$ cat src/ucft_pkg.sv
// ucft_pkg: constants and carrier types for the serial clocking/tx block.
// assumes a single core clock; no bus, all settings arrive as ports.
`default_nettype none
package ucft_pkg;
    localparam int DIV_ASYNC_NORMAL = 16;
    localparam int DIV_ASYNC_DOUBLE = 8;
    localparam int DIV_SYNC_MASTER = 2;
    localparam int BAUD_W = 12;
    localparam logic [BAUD_W-1:0] BAUD_RST = 12'h000;
    localparam logic [2:0] CHAR_SIZE_9 = 3'h7;
    localparam logic [3:0] BITCNT_RST = 4'h0;
    localparam logic [4:0] PHASE_RST = 5'h00;
    localparam logic [8:0] DATA_RST = 9'h000;

    typedef struct packed {
        logic sync_mode_sel;
        logic double_speed_sel;
        logic clock_polarity_sel;
        logic clock_pin_direction;
        logic [2:0] char_size_field;
        logic [1:0] parity_mode_field;
        logic stop_bits_sel;
    } ucft_cfg_t;

    typedef enum logic [2:0] {
        TX_IDLE,
        TX_START,
        TX_DATA,
        TX_PARITY,
        TX_STOP1,
        TX_STOP2
    } ucft_tx_state_t;
endpackage : ucft_pkg
`default_nettype wire
$ cat src/ucft_core.sv
// ucft_core: clock generation, external clock sync, rx sampling, transmitter.
// assumes cfg is quasi-static and changed only with the link idle.
//
// Contract
// - double speed in async mode divides baud output by 8, not 16
// - double speed applies to asynchronous mode only
// - double speed receiver takes 8 samples per bit instead of 16; rx here takes one sample per bit, at phase 3 (phase 7 at normal speed)
// - slave clock passes sync register and edge detector, two clock delay
// - sync mode: clock pin is output as master, input as slave
// - rx samples on the clock edge opposite the tx change edge
// - polarity clear: change rising, sample falling; set: reverse
// - all 30 formats: 5 to 9 data, parity none/even/odd, 1 or 2 stops
// - frame order: start, data lsb first, parity, stop bits
// - after frame end next frame at once or hold line idle high
// - transmitter and receiver share one frame format setting
// - receiver ignores second stop, frame error only on first stop low
// - parity is xor of data bits, inverted for odd parity
// - tx enable takes over serial output pin
// - tx enable in sync master mode takes over the transfer clock pin
// - buffer write loads tx buffer, moves to shifter when idle or done
// - unused upper bits ignored for characters under eight bits
// - transmitter bit clock is baud output divided by 2, 8 or 16
// - clock pin direction picks internal master or external slave clock
// - buffer empty clears on write, sets on move to shifter
`default_nettype none
module ucft_core #(
    parameter int BAUD_W = ucft_pkg::BAUD_W
) (
    // clock and reset
    input wire logic i_core_clk,
    input wire logic i_sys_rst,
    // configuration
    input wire ucft_pkg::ucft_cfg_t i_cfg,
    input wire logic [BAUD_W-1:0] i_baud_divisor,
    input wire logic i_tx_enable_bit,
    input wire logic i_rx_enable_bit,
    // transmit data buffer write and tx complete clear
    input wire logic i_data_wr,
    input wire logic [7:0] i_data,
    input wire logic i_tx_ninth_bit,
    input wire logic i_tx_complete_clr,
    // serial pins
    input wire logic i_rxd,
    output logic o_txd,
    output logic o_txd_oe_n,
    input wire logic i_sync_clock_pin,
    output logic o_sync_clock_pin,
    output logic o_sync_clock_oe_n,
    // status
    output logic o_tx_buffer_empty_flag,
    output logic o_tx_complete_flag,
    output logic o_frame_error_flag,
    output logic o_rx_sample,
    output logic o_rx_bit
);
    // baud generator down-counter
    logic [BAUD_W-1:0] baud_cnt_ff;
    wire baud_tick = (baud_cnt_ff == '0);
    always_ff @(posedge i_core_clk) begin
        if (i_sys_rst) baud_cnt_ff <= BAUD_W'(ucft_pkg::BAUD_RST);
        else if (baud_tick) baud_cnt_ff <= i_baud_divisor;
        else baud_cnt_ff <= baud_cnt_ff - 1'b1;
    end

    wire sync_mode = i_cfg.sync_mode_sel;
    wire master = i_cfg.clock_pin_direction;
    // double speed ignored in sync mode
    wire dbl = i_cfg.double_speed_sel & ~sync_mode;
    wire slave = sync_mode & ~master;

    // phase divider: ticks per bit 16, 8 or 2
    logic [4:0] phase_ff;
    wire [4:0] div_last = sync_mode ? 5'(ucft_pkg::DIV_SYNC_MASTER - 1) :
        dbl ? 5'(ucft_pkg::DIV_ASYNC_DOUBLE - 1) :
        5'(ucft_pkg::DIV_ASYNC_NORMAL - 1);
    // a mode change restarts the bit so no short or long first bit escapes
    logic [4:0] div_last_ff;
    wire div_same = (div_last == div_last_ff);
    wire phase_wrap = baud_tick & div_same & (phase_ff == div_last);
    always_ff @(posedge i_core_clk) begin
        if (i_sys_rst) begin
            phase_ff <= ucft_pkg::PHASE_RST;
            div_last_ff <= ucft_pkg::PHASE_RST;
        end else begin
            div_last_ff <= div_last;
            if (phase_wrap | ~div_same) phase_ff <= ucft_pkg::PHASE_RST;
            else if (baud_tick) phase_ff <= phase_ff + 5'h01;
        end
    end
    wire [4:0] mid_phase = dbl ? 5'h03 : 5'h07;

    // master sync clock: toggles on every baud tick, twice per bit
    logic xcko_ff;
    always_ff @(posedge i_core_clk) begin
        if (i_sys_rst) xcko_ff <= 1'b0;
        else if (baud_tick & sync_mode) xcko_ff <= ~xcko_ff;
    end

    // external clock: sync register then edge detect
    logic xck_s1_ff, xck_s2_ff, xck_s3_ff;
    always_ff @(posedge i_core_clk) begin
        if (i_sys_rst) begin
            xck_s1_ff <= 1'b0;
            xck_s2_ff <= 1'b0;
            xck_s3_ff <= 1'b0;
        end else begin
            xck_s1_ff <= i_sync_clock_pin;
            xck_s2_ff <= xck_s1_ff;
            xck_s3_ff <= xck_s2_ff;
        end
    end
    // slave relies on pin below a quarter of core clock
    wire xck_rise_ext = xck_s2_ff & ~xck_s3_ff;
    wire xck_fall_ext = ~xck_s2_ff & xck_s3_ff;
    wire xck_rise_int = baud_tick & sync_mode & ~xcko_ff;
    wire xck_fall_int = baud_tick & sync_mode & xcko_ff;
    wire xck_rise = slave ? xck_rise_ext : xck_rise_int;
    wire xck_fall = slave ? xck_fall_ext : xck_fall_int;
    // polarity picks change and sample edges
    wire sync_change = i_cfg.clock_polarity_sel ? xck_fall : xck_rise;
    wire sync_sample = i_cfg.clock_polarity_sel ? xck_rise : xck_fall;

    wire tx_step = sync_mode ? sync_change : phase_wrap;

    // rx input sampling; shared format, data path lives elsewhere
    logic rxd_s1_ff, rxd_s2_ff, rx_sample_ff, rx_bit_ff;
    wire rx_take = i_rx_enable_bit & (sync_mode ? sync_sample :
        (baud_tick & (phase_ff == mid_phase)));
    always_ff @(posedge i_core_clk) begin
        if (i_sys_rst) begin
            rxd_s1_ff <= 1'b1;
            rxd_s2_ff <= 1'b1;
            rx_sample_ff <= 1'b0;
            rx_bit_ff <= 1'b1;
        end else begin
            rxd_s1_ff <= i_rxd;
            rxd_s2_ff <= rxd_s1_ff;
            rx_sample_ff <= rx_take;
            if (rx_take) rx_bit_ff <= rxd_s2_ff;
        end
    end
    assign o_rx_sample = rx_sample_ff;
    assign o_rx_bit = rx_bit_ff;

    // data width mask and parity
    function automatic logic [8:0] ucft_mask(input logic [2:0] size);
        unique case (size)
            3'h0: ucft_mask = 9'h01F;
            3'h1: ucft_mask = 9'h03F;
            3'h2: ucft_mask = 9'h07F;
            3'h3: ucft_mask = 9'h0FF;
            3'h7: ucft_mask = 9'h1FF;
            default: ucft_mask = 9'h0FF;
        endcase
    endfunction : ucft_mask
    function automatic logic [3:0] ucft_nbits(input logic [2:0] size);
        ucft_nbits = (size == ucft_pkg::CHAR_SIZE_9) ? 4'h9 :
            (size > 3'h3) ? 4'h8 : 4'(size) + 4'h5;
    endfunction : ucft_nbits

    wire [8:0] char_mask = ucft_mask(i_cfg.char_size_field);
    wire [3:0] nbits = ucft_nbits(i_cfg.char_size_field);
    wire parity_en = i_cfg.parity_mode_field[1];
    wire parity_odd = i_cfg.parity_mode_field[0];

    // transmit buffer and shifter
    logic [8:0] tx_buf_ff;
    logic buf_full_ff;
    logic [8:0] shift_ff;
    logic [3:0] bitcnt_ff;
    logic par_ff;
    logic txd_ff;
    logic tx_done_ff;
    logic frame_err_ff;
    ucft_pkg::ucft_tx_state_t st_ff, nxt_st;

    wire [8:0] wr_word = {i_tx_ninth_bit, i_data} & char_mask;
    wire frame_end = tx_step & ((st_ff == ucft_pkg::TX_STOP1 &
        ~i_cfg.stop_bits_sel) | st_ff == ucft_pkg::TX_STOP2);
    wire shifter_free = (st_ff == ucft_pkg::TX_IDLE) | frame_end;
    wire load = buf_full_ff & shifter_free & i_tx_enable_bit &
        (st_ff != ucft_pkg::TX_IDLE | tx_step);
    wire par_bit = ^(tx_buf_ff & char_mask) ^ parity_odd;

    always_comb begin
        nxt_st = st_ff;
        unique case (st_ff)
            ucft_pkg::TX_IDLE: if (load) nxt_st = ucft_pkg::TX_START;
            ucft_pkg::TX_START: if (tx_step) nxt_st = ucft_pkg::TX_DATA;
            ucft_pkg::TX_DATA:
                if (tx_step & bitcnt_ff == nbits - 4'h1)
                    nxt_st = parity_en ? ucft_pkg::TX_PARITY :
                        ucft_pkg::TX_STOP1;
            ucft_pkg::TX_PARITY: if (tx_step) nxt_st = ucft_pkg::TX_STOP1;
            ucft_pkg::TX_STOP1:
                if (tx_step)
                    nxt_st = i_cfg.stop_bits_sel ? ucft_pkg::TX_STOP2 :
                        load ? ucft_pkg::TX_START : ucft_pkg::TX_IDLE;
            ucft_pkg::TX_STOP2:
                if (tx_step)
                    nxt_st = load ? ucft_pkg::TX_START :
                        ucft_pkg::TX_IDLE;
            default: nxt_st = ucft_pkg::TX_IDLE;
        endcase
    end

    always_ff @(posedge i_core_clk) begin
        if (i_sys_rst) begin
            st_ff <= ucft_pkg::TX_IDLE;
            tx_buf_ff <= ucft_pkg::DATA_RST;
            buf_full_ff <= 1'b0;
            shift_ff <= ucft_pkg::DATA_RST;
            bitcnt_ff <= ucft_pkg::BITCNT_RST;
            par_ff <= 1'b0;
            txd_ff <= 1'b1;
            tx_done_ff <= 1'b0;
        end else begin
            st_ff <= nxt_st;
            // a write in the load cycle refills the freed slot
            if (i_data_wr) begin
                tx_buf_ff <= wr_word;
                buf_full_ff <= 1'b1;
            end else if (load) buf_full_ff <= 1'b0;
            if (load) begin
                shift_ff <= tx_buf_ff & char_mask;
                par_ff <= par_bit;
            end else if (tx_step & st_ff == ucft_pkg::TX_DATA)
                shift_ff <= {1'b0, shift_ff[8:1]};
            if (nxt_st != ucft_pkg::TX_DATA) bitcnt_ff <= ucft_pkg::BITCNT_RST;
            else if (tx_step & st_ff == ucft_pkg::TX_DATA)
                bitcnt_ff <= bitcnt_ff + 4'h1;
            unique case (nxt_st)
                ucft_pkg::TX_START: txd_ff <= 1'b0;
                ucft_pkg::TX_DATA:
                    txd_ff <= (tx_step & st_ff == ucft_pkg::TX_DATA) ?
                        shift_ff[1] : shift_ff[0];
                ucft_pkg::TX_PARITY: txd_ff <= par_ff;
                default: txd_ff <= 1'b1;
            endcase
            // set wins over software clear
            if (frame_end & ~load) tx_done_ff <= 1'b1;
            else if (i_tx_complete_clr) tx_done_ff <= 1'b0;
        end
    end

    // stop-bit check on first stop only, second ignored
    logic [3:0] rx_pos_ff;
    always_ff @(posedge i_core_clk) begin
        if (i_sys_rst) begin
            rx_pos_ff <= ucft_pkg::BITCNT_RST;
            frame_err_ff <= 1'b0;
        end else if (rx_take) begin
            if (rx_pos_ff == ucft_pkg::BITCNT_RST) begin
                if (~rxd_s2_ff) rx_pos_ff <= 4'h1;
            end else if (rx_pos_ff == nbits + 4'(parity_en) + 4'h1) begin
                frame_err_ff <= ~rxd_s2_ff;
                rx_pos_ff <= ucft_pkg::BITCNT_RST;
            end else rx_pos_ff <= rx_pos_ff + 4'h1;
        end
    end

    // pins: transmitter keeps pin until pending work drains
    wire tx_own = i_tx_enable_bit | buf_full_ff | st_ff != ucft_pkg::TX_IDLE;
    assign o_txd = txd_ff;
    assign o_txd_oe_n = ~tx_own;
    assign o_sync_clock_pin = xcko_ff;
    assign o_sync_clock_oe_n = ~(sync_mode & master & tx_own);
    assign o_tx_buffer_empty_flag = ~buf_full_ff;
    assign o_tx_complete_flag = tx_done_ff;
    assign o_frame_error_flag = frame_err_ff;

    AST_DIV_NORMAL: assert property (@(posedge i_core_clk)
        disable iff (i_sys_rst) (phase_wrap & ~sync_mode & ~dbl)
        |-> phase_ff == 5'h0F) else $error("normal divide not 16");
    AST_DIV_DOUBLE: assert property (@(posedge i_core_clk)
        disable iff (i_sys_rst) (phase_wrap & dbl)
        |-> phase_ff == 5'h07 | phase_ff == 5'h08)
        else $error("double divide not 8");
    AST_DBL_SYNC: assert property (@(posedge i_core_clk)
        disable iff (i_sys_rst) sync_mode |-> ~dbl)
        else $error("double speed active in sync");
    AST_SYNC_EDGE: assert property (@(posedge i_core_clk)
        disable iff (i_sys_rst) (slave & xck_s2_ff & ~xck_s3_ff)
        |-> $past(xck_s1_ff) & ~$past(xck_s2_ff))
        else $error("edge detect not synchronised");
    AST_EDGE_OPP: assert property (@(posedge i_core_clk)
        disable iff (i_sys_rst) sync_mode |-> ~(sync_change & sync_sample))
        else $error("sample and change same edge");
    AST_START_LOW: assert property (@(posedge i_core_clk)
        disable iff (i_sys_rst) (st_ff == ucft_pkg::TX_START) |-> ~o_txd)
        else $error("start bit not low");
    AST_IDLE_HIGH: assert property (@(posedge i_core_clk)
        disable iff (i_sys_rst) (st_ff == ucft_pkg::TX_IDLE & ~load) |=> o_txd)
        else $error("idle line not high");
    AST_UDRE_SET: assert property (@(posedge i_core_clk)
        disable iff (i_sys_rst) (load & ~i_data_wr) |=> o_tx_buffer_empty_flag)
        else $error("buffer empty not set on load");
    AST_UDRE_CLR: assert property (@(posedge i_core_clk)
        disable iff (i_sys_rst) i_data_wr |=> ~o_tx_buffer_empty_flag)
        else $error("buffer empty not cleared");
    AST_TXD_OWN: assert property (@(posedge i_core_clk)
        disable iff (i_sys_rst) i_tx_enable_bit |-> ~o_txd_oe_n)
        else $error("tx pin not taken");
endmodule : ucft_core
`default_nettype wire

$ cat config.mk
export PLATFORM = sky130hd
export DESIGN_NAME = ucft_core
export DESIGN_NICKNAME = d
export VERILOG_FILES = /design/src/ucft_pkg.sv /design/src/ucft_core.sv
export SDC_FILE = /design/constraint.sdc
export NUM_CORES = 1
export LEC_CHECK = 0
export ABC_AREA = 1
export ABC_CLOCK_PERIOD_IN_PS = 5750
export BUFFER_PORTS_ARGS = -buffer_cell sky130_fd_sc_hd__buf_2
export CAP_MARGIN = 20
export CORE_AREA = 2 2 106 119
export CTS_CLUSTER_DIAMETER = 120
export CTS_CLUSTER_SIZE = 28
export DETAILED_ROUTE_END_ITERATION = 7
export DIE_AREA = 0 0 108 121
export GPL_TIMING_DRIVEN = 0
export PLACE_DENSITY = 0.5
export SLEW_MARGIN = 0
export SYNTH_ARGS = -nofsm -noshare
export SYNTH_HDL_FRONTEND = slang
export SYNTH_SLANG_ARGS = --single-unit
$ cat constraint.sdc
create_clock -name i_core_clk -period 5.75 [get_ports i_core_clk]
set_clock_uncertainty 0.2 [all_clocks]
set_input_delay 0.575 -clock i_core_clk [delete_from_list [all_inputs] [get_ports i_core_clk]]
set_output_delay 0.575 -clock i_core_clk [all_outputs]
set_load 0.02 [all_outputs]
### Yosys cells after proc, flatten, opt, wreduce, memory -nomap -nowiden

Cells that the tools add are included.

* register bits after elaboration: 64
* input port bits: 39
* word-level logic and storage cells: 138

* add/sub/neg operators: 8
* order comparisons: 1
* multiplexer cells: 34
* equal/unequal tests: 18
* bitwise logic cells: 43
* reduce and logical (&&, ||, !) cells: 13

Operators with widths (count)
* $pmux 9 s4: 1
* $mux 4: 7
* $mux 3: 9
* $and 1x1->1: 21
* $and 9x9->9: 2
* $mux 9: 2
* $pmux 3 s6: 1
* $eq 3x2->1 const B: 5
* $not 1->1: 13
* $add 4x1->4 const B: 3
* $logic_not 12->1: 1
* $mux 1: 12
* $mux 12: 1
* $sub 12x1->12 const B: 1
* $eq 3x1->1 const B: 3
* $eq 3x3->1 const B: 3
* $reduce_xor 9->1: 1
* $eq 4x4->1: 2
* $logic_not 3->1: 2
* $or 1x1->1: 6
* $reduce_bool 2->1: 3
* $add 5x1->5 const B: 1
* $eq 4x5->1: 1
* $eq 5x3->1: 1
* other kinds (14): 15

### Depth between registers and ports, before layout

* depth in word-level cells: 19
* depth in mapped cells: 16
* mapped depth without buffers: 16

### Least setup slack after synthesis

OpenSTA, ideal clock, no wires.

* kind: input to register
* start: input i_cfg[3] in the netlist's numbering
* end: register rx_pos_ff[1]
* setup slack: 2948 ps
* buffers on the path: 0
* arrival time: 2530 ps
* stages: 14
* cells stage by stage: ha_1 -> or2_2 -> o21ai_2 -> ha_1 -> inv_1 -> ha_1 -> or2_2 -> nand4_1 -> nor2_1 -> nand2_1 -> nor2_1 -> nor2_1 -> nand2_1 -> a21oi_1

* word-level cells in the longest chain between the ends: 8
* elaborated cells on any way between the ends: 10
* classes of those cells: add/sub: 3; order compare: 1; eq/ne: 2; mux: 4

Ends and longest elaborated chain
* start: declaration: RTL line ucft_core.sv:33 `input wire ucft_pkg::ucft_cfg_t i_cfg,`
* $add 3x3->4 / $gt 3x2->1 (equally long branches): RTL line ucft_core.sv:158 `(size > 3'h3) ? 4'h8 : 4'(size) + 4'h5;`
* $mux 4: RTL line ucft_core.sv:158
* $mux 4 (*): RTL line ucft_core.sv:157 `ucft_nbits = (size == ucft_pkg::CHAR_SIZE_9) ? 4'h9 :`
* $add 4x1->4 (*) (2 in series): RTL line ucft_core.sv:255 `end else if (rx_pos_ff == nbits + 4'(parity_en) + 4'h1) begin`
* $eq 4x4->1 (*): RTL line ucft_core.sv:255
* $mux 4 (*): RTL line ucft_core.sv:255
* $mux 4 (*): RTL line ucft_core.sv:253 `if (rx_pos_ff == ucft_pkg::BITCNT_RST) begin`
* end signal: assignment: RTL line ucft_core.sv:250 `rx_pos_ff <= ucft_pkg::BITCNT_RST;`
* end signal: assignment: RTL line ucft_core.sv:257 `rx_pos_ff <= ucft_pkg::BITCNT_RST;`
* end signal: assignment: RTL line ucft_core.sv:258 `end else rx_pos_ff <= rx_pos_ff + 4'h1;`
* end: declaration: RTL line ucft_core.sv:247 `logic [3:0] rx_pos_ff;`

Every way passes the cells marked *; elsewhere a longest branch is shown, timed or not.
A chain may end at the register's enable or synchronous reset.

### Worst setup path after layout

* start: input i_cfg[3] in the netlist's numbering
* end: register bitcnt_ff[3]

* word-level cells in the longest chain between the ends: 10
* elaborated cells on any way between the ends: 12
* classes of those cells: add/sub: 2; order compare: 1; eq/ne: 3; mux: 4; bitwise: 1; reduce/logical: 1

Ends and longest elaborated chain
* $add 3x3->4 / $gt 3x2->1 (equally long branches): RTL line ucft_core.sv:158
* $mux 4: RTL line ucft_core.sv:158
* $mux 4 (*): RTL line ucft_core.sv:157
* $sub 4x1->4 (*): RTL line ucft_core.sv:191 `if (tx_step & bitcnt_ff == nbits - 4'h1)`
* $eq 4x4->1 (*): RTL line ucft_core.sv:191
* $and 1x1->1 (*): RTL line ucft_core.sv:191
* $mux 3 (*): RTL line ucft_core.sv:191
* $pmux 3 s6 (*): RTL line ucft_core.sv:187 `unique case (st_ff)`
* $ne 3x2->1 (*): RTL line ucft_core.sv:229 `if (nxt_st != ucft_pkg::TX_DATA) bitcnt_ff <= ucft_pkg::BITCNT_RST;`
* $reduce_or 2->1 (no line) (*)
* end signal: assignment: RTL line ucft_core.sv:213 `bitcnt_ff <= ucft_pkg::BITCNT_RST;`
* end signal: assignment: RTL line ucft_core.sv:229
* end signal: assignment: RTL line ucft_core.sv:231 `bitcnt_ff <= bitcnt_ff + 4'h1;`
* end: declaration: RTL line ucft_core.sv:170 `logic [3:0] bitcnt_ff;`

Marks and branches as above.

==> metrics.md <==
| Metric | Value |
|---|---|
| Slew HR | 54.1% |
| Simple-gate share of the synthesized area | 27.3% |
| P_leak | 1.88 nW |
| DP HPWL | 6260 µm |
| CTS Buf Count | 9 |
| Post-Syn Instances | 475 |
| Main combinational cell family by area after synthesis | simple AND/OR/NAND/NOR gates |
| Max-cap viol count | 0 |
| Layout cell share with drive strength beyond 1 | 19.7% |
| Non-Filler Instances | 692 |
| Tot GR Track Use | 13.7% |
| Root buf cell | clkbuf_16 |
| Worst Path Max Fanout | 4 |
| Initial Utilization | 29.5% |
| Number of vias per cell | 4.54 |
| Post-DP Area | 3910 µm² |
| Area growth syn-to-layout | 21.3% |
| Yosys reg bits | 62 |
| Fraction of synthesized area in multiplexers | 0.287% |
| Main synth FF type | dfxtp_1 |
| Initial antenna violation count | 0 |
| DRC Markers | 0 |
| Sink Count | 62 |
| Startpoint types | input port |
| Die area | 13100 µm² |
| Mapped cell area | 3490 µm² |
| Clock tree buffer depth | 2 |
| Cts repair resizes | 0 |
| Placed Cells incl. Taps | 675 |
| Site Rows | 42 |
| F_max | 354 MHz |
| Fin crit period | 2.83 ns |
| RSZ-0062 raised after global routing | no |
| Min-Delay Path Class | reg2reg |
| Drt wl/cell | 12.0 µm |
| Syn Area/Cell | 7.35 µm² |
| Worst-margin pin slew | 0.689 ns |
| Yosys warning count | 0 |
| Number of global-route vias before repair | 2982 |
| Power Total | 1.39 mW |
| Design area | 4230 µm² |
| Distinct cells, synth | 44 |
| Xor/xnor share of the synthesized area | 7.53% |
| Total core area | 11800 µm² |
| Die Ht | 121 µm |
| Status | complete, no violations |
| Crit Path Category | in2reg |
| Clock-pin slew on the worst setup and hold paths | 0.06 ns |
| Post-CTS setup buffers | 0 |
| Post-synth EDFFs | 0 |
| Vias after detailed routing | 3139 |
| DR iter-0 viols | 112 |
| CTS tree | yes |
| Die W | 108 µm |
| # hold bufs at CTS | 0 |
| Final WL | 8310 µm |
| Peak supply drop | 0.124 mV |
| Setup TNS | 0 ns |
| DRT Pass-1 Iters | 4 |
| Final Setup Violations | 0 |
| Power per cell area | 328 nW/µm² |
| Post-Synth Adder-Cell Area | 5.02% |
| Clock Latency Late Sink | 0.33 ns |
| Required time of the critical path | 5.81 ns |
| Final net count | 586 |
| Routability Congestion | 0.811 |
| Fin. max-slew vios | 0 |
| N_diodes | 0 |
| Arrival time worst endpoint | 2.89 ns |
| Final period util | 49.2% |
| First-pass GRT wire length | 14200 µm |
| Total grt overflow | 0 |
| H-tree Lvls | 3 |
| Remaining antenna violation count | 0 |
| Sequential fraction of the synthesis area | 35.6% |
| CP endpoint kind | register |
| Port Buf Inserts | 46 |
| Hold Fails Final Rpt | 0 |
| Synth Area in Compound Gates | 15.7% |
| Largest net degree at the start of global routing | 12 |
| Mapped Nets | 528 |
| IO Pins | 48 |
| Fin Hold WS | 0.199 ns |
| Async SR Flop Fraction | 0% |
## cells by family after synthesis
| logic type | after synthesis |
|---|---|
| flip-flops | 62 |
| XOR/XNOR | 30 |
| AO/OA/AOI/OAI | 92 |
| multiplexers | 1 |
| AND/OR/NAND/NOR | 200 |
| buffers and inverters | 76 |
| adder cells (fa/ha/maj) | 14 |
## path summary, 6_finish.rpt
kind / cells past startpoint / start / slack (ns) / to
max: 15 / i_cfg[3] / 2.92 / bitcnt_ff[3]
min: 2 / xck_s1_ff / 0.20 / xck_s2_ff
max reg2reg: 14 / baud_cnt_ff[0] / 3.15 / bitcnt_ff[3]
min reg2reg: 2 / xck_s1_ff / 0.20 / xck_s2_ff
## flip-flops by register name, summed over array words and instances, names as in the netlist, 3 cells and up
name,flops
baud_cnt_ff,12
shift_ff,9
tx_buf_ff,9
phase_ff,5
bitcnt_ff,4
rx_pos_ff,4
div_last_ff,3
st_ff,3
## stage by stage
stage / utilization [%] / setup slack (ns)
floorplan: - / 2.95
global route: 35.8 / 2.64
CTS: 35.8 / 2.91
finish: 35.8 / 2.92
global placement: 33.1 / 2.60
detailed placement: 33.1 / 2.57
## final cells by class
cell class | instances | area, µm²
fill | 1287 | 7590
multi-input combinational | 337 | 1950
sequential | 62 | 1240
inverter | 66 | 249
timing repair buffer | 47 | 235
clock buffer | 10 | 229
tap | 154 | 193
clock inverter | 6 | 86.3
buffer | 10 | 52.6
## power by group
| part | leakage, nW | total (mW) | internal, mW | switching, mW |
|---|---|---|---|---|
| registers | 0.507 | 0.495 | 0.470 | 0.0247 |
| logic | 1.22 | 0.316 | 0.116 | 0.200 |
| clock network | 0.152 | 0.578 | 0.378 | 0.199 |
| total | 1.88 | 1.39 | 0.965 | 0.424 |
## Yosys cell counts, types with 7 or more instances
cell       n  area [µm²]
nand2_1   77         289
dfxtp_1   62        1240
inv_1     58         218
nor2_1    50         188
a21oi_1   34         170
o21ai_0   30         150
nand3_1   22         110
xor2_1    21         184
ha_1      14         175
nand4_1   12        75.1
nor3_1     9        45.0
xnor2_1    9        78.8
clkbuf_1   8        30.0
or2_2      7        43.8
## layout by cell type, fill, tap and decap left out, types with 3 or more instances in the layout
| master | instances |
|---|---|
| a31oi_1 | 5 |
| inv_2 | 5 |
| nor3_1 | 9 |
| inv_1 | 58 |
| clkinv_2 | 3 |
| o21ai_2 | 4 |
| dfxtp_1 | 62 |
| nand2_4 | 3 |
| nand3_1 | 22 |
| nor2_2 | 6 |
| nand2_1 | 77 |
| nand2_2 | 5 |
| nor2_1 | 50 |
| buf_2 | 46 |
| nand4_1 | 12 |
| clkbuf_1 | 9 |
| or2_2 | 7 |
| a21oi_1 | 34 |
| ha_1 | 14 |
| xor2_1 | 21 |
| xnor2_1 | 9 |
| o21ai_0 | 30 |
| o211ai_1 | 5 |
| clkbuf_16 | 9 |
| a21oi_2 | 3 |
## worst max-delay path, stage by stage
cell	delay, ns
buf_2	0.12
ha_1	0.22
ha_1	0.25
inv_1	0.13
nand3_1	0.14
ha_1	0.22
xor2_1	0.15
xor2_1	0.16
nand4_1	0.15
nor2_2	0.07
nand3_1	0.08
nand2_1	0.06
nor2_1	0.20
nand4_1	0.23
nor2_1	0.14
## metal layers
metal | global-route usage, % | vias to the layer above | wire, µm
met2 | 22.4 | 50 | 3850
met5 | 0 | - | 0
met4 | 5.77 | 0 | 135
met3 | 2.20 | 11 | 265
li1 | - | 1678 | -
met1 | 17.8 | 1400 | 4050
Note: power is estimated with default switching activity, not from simulation.
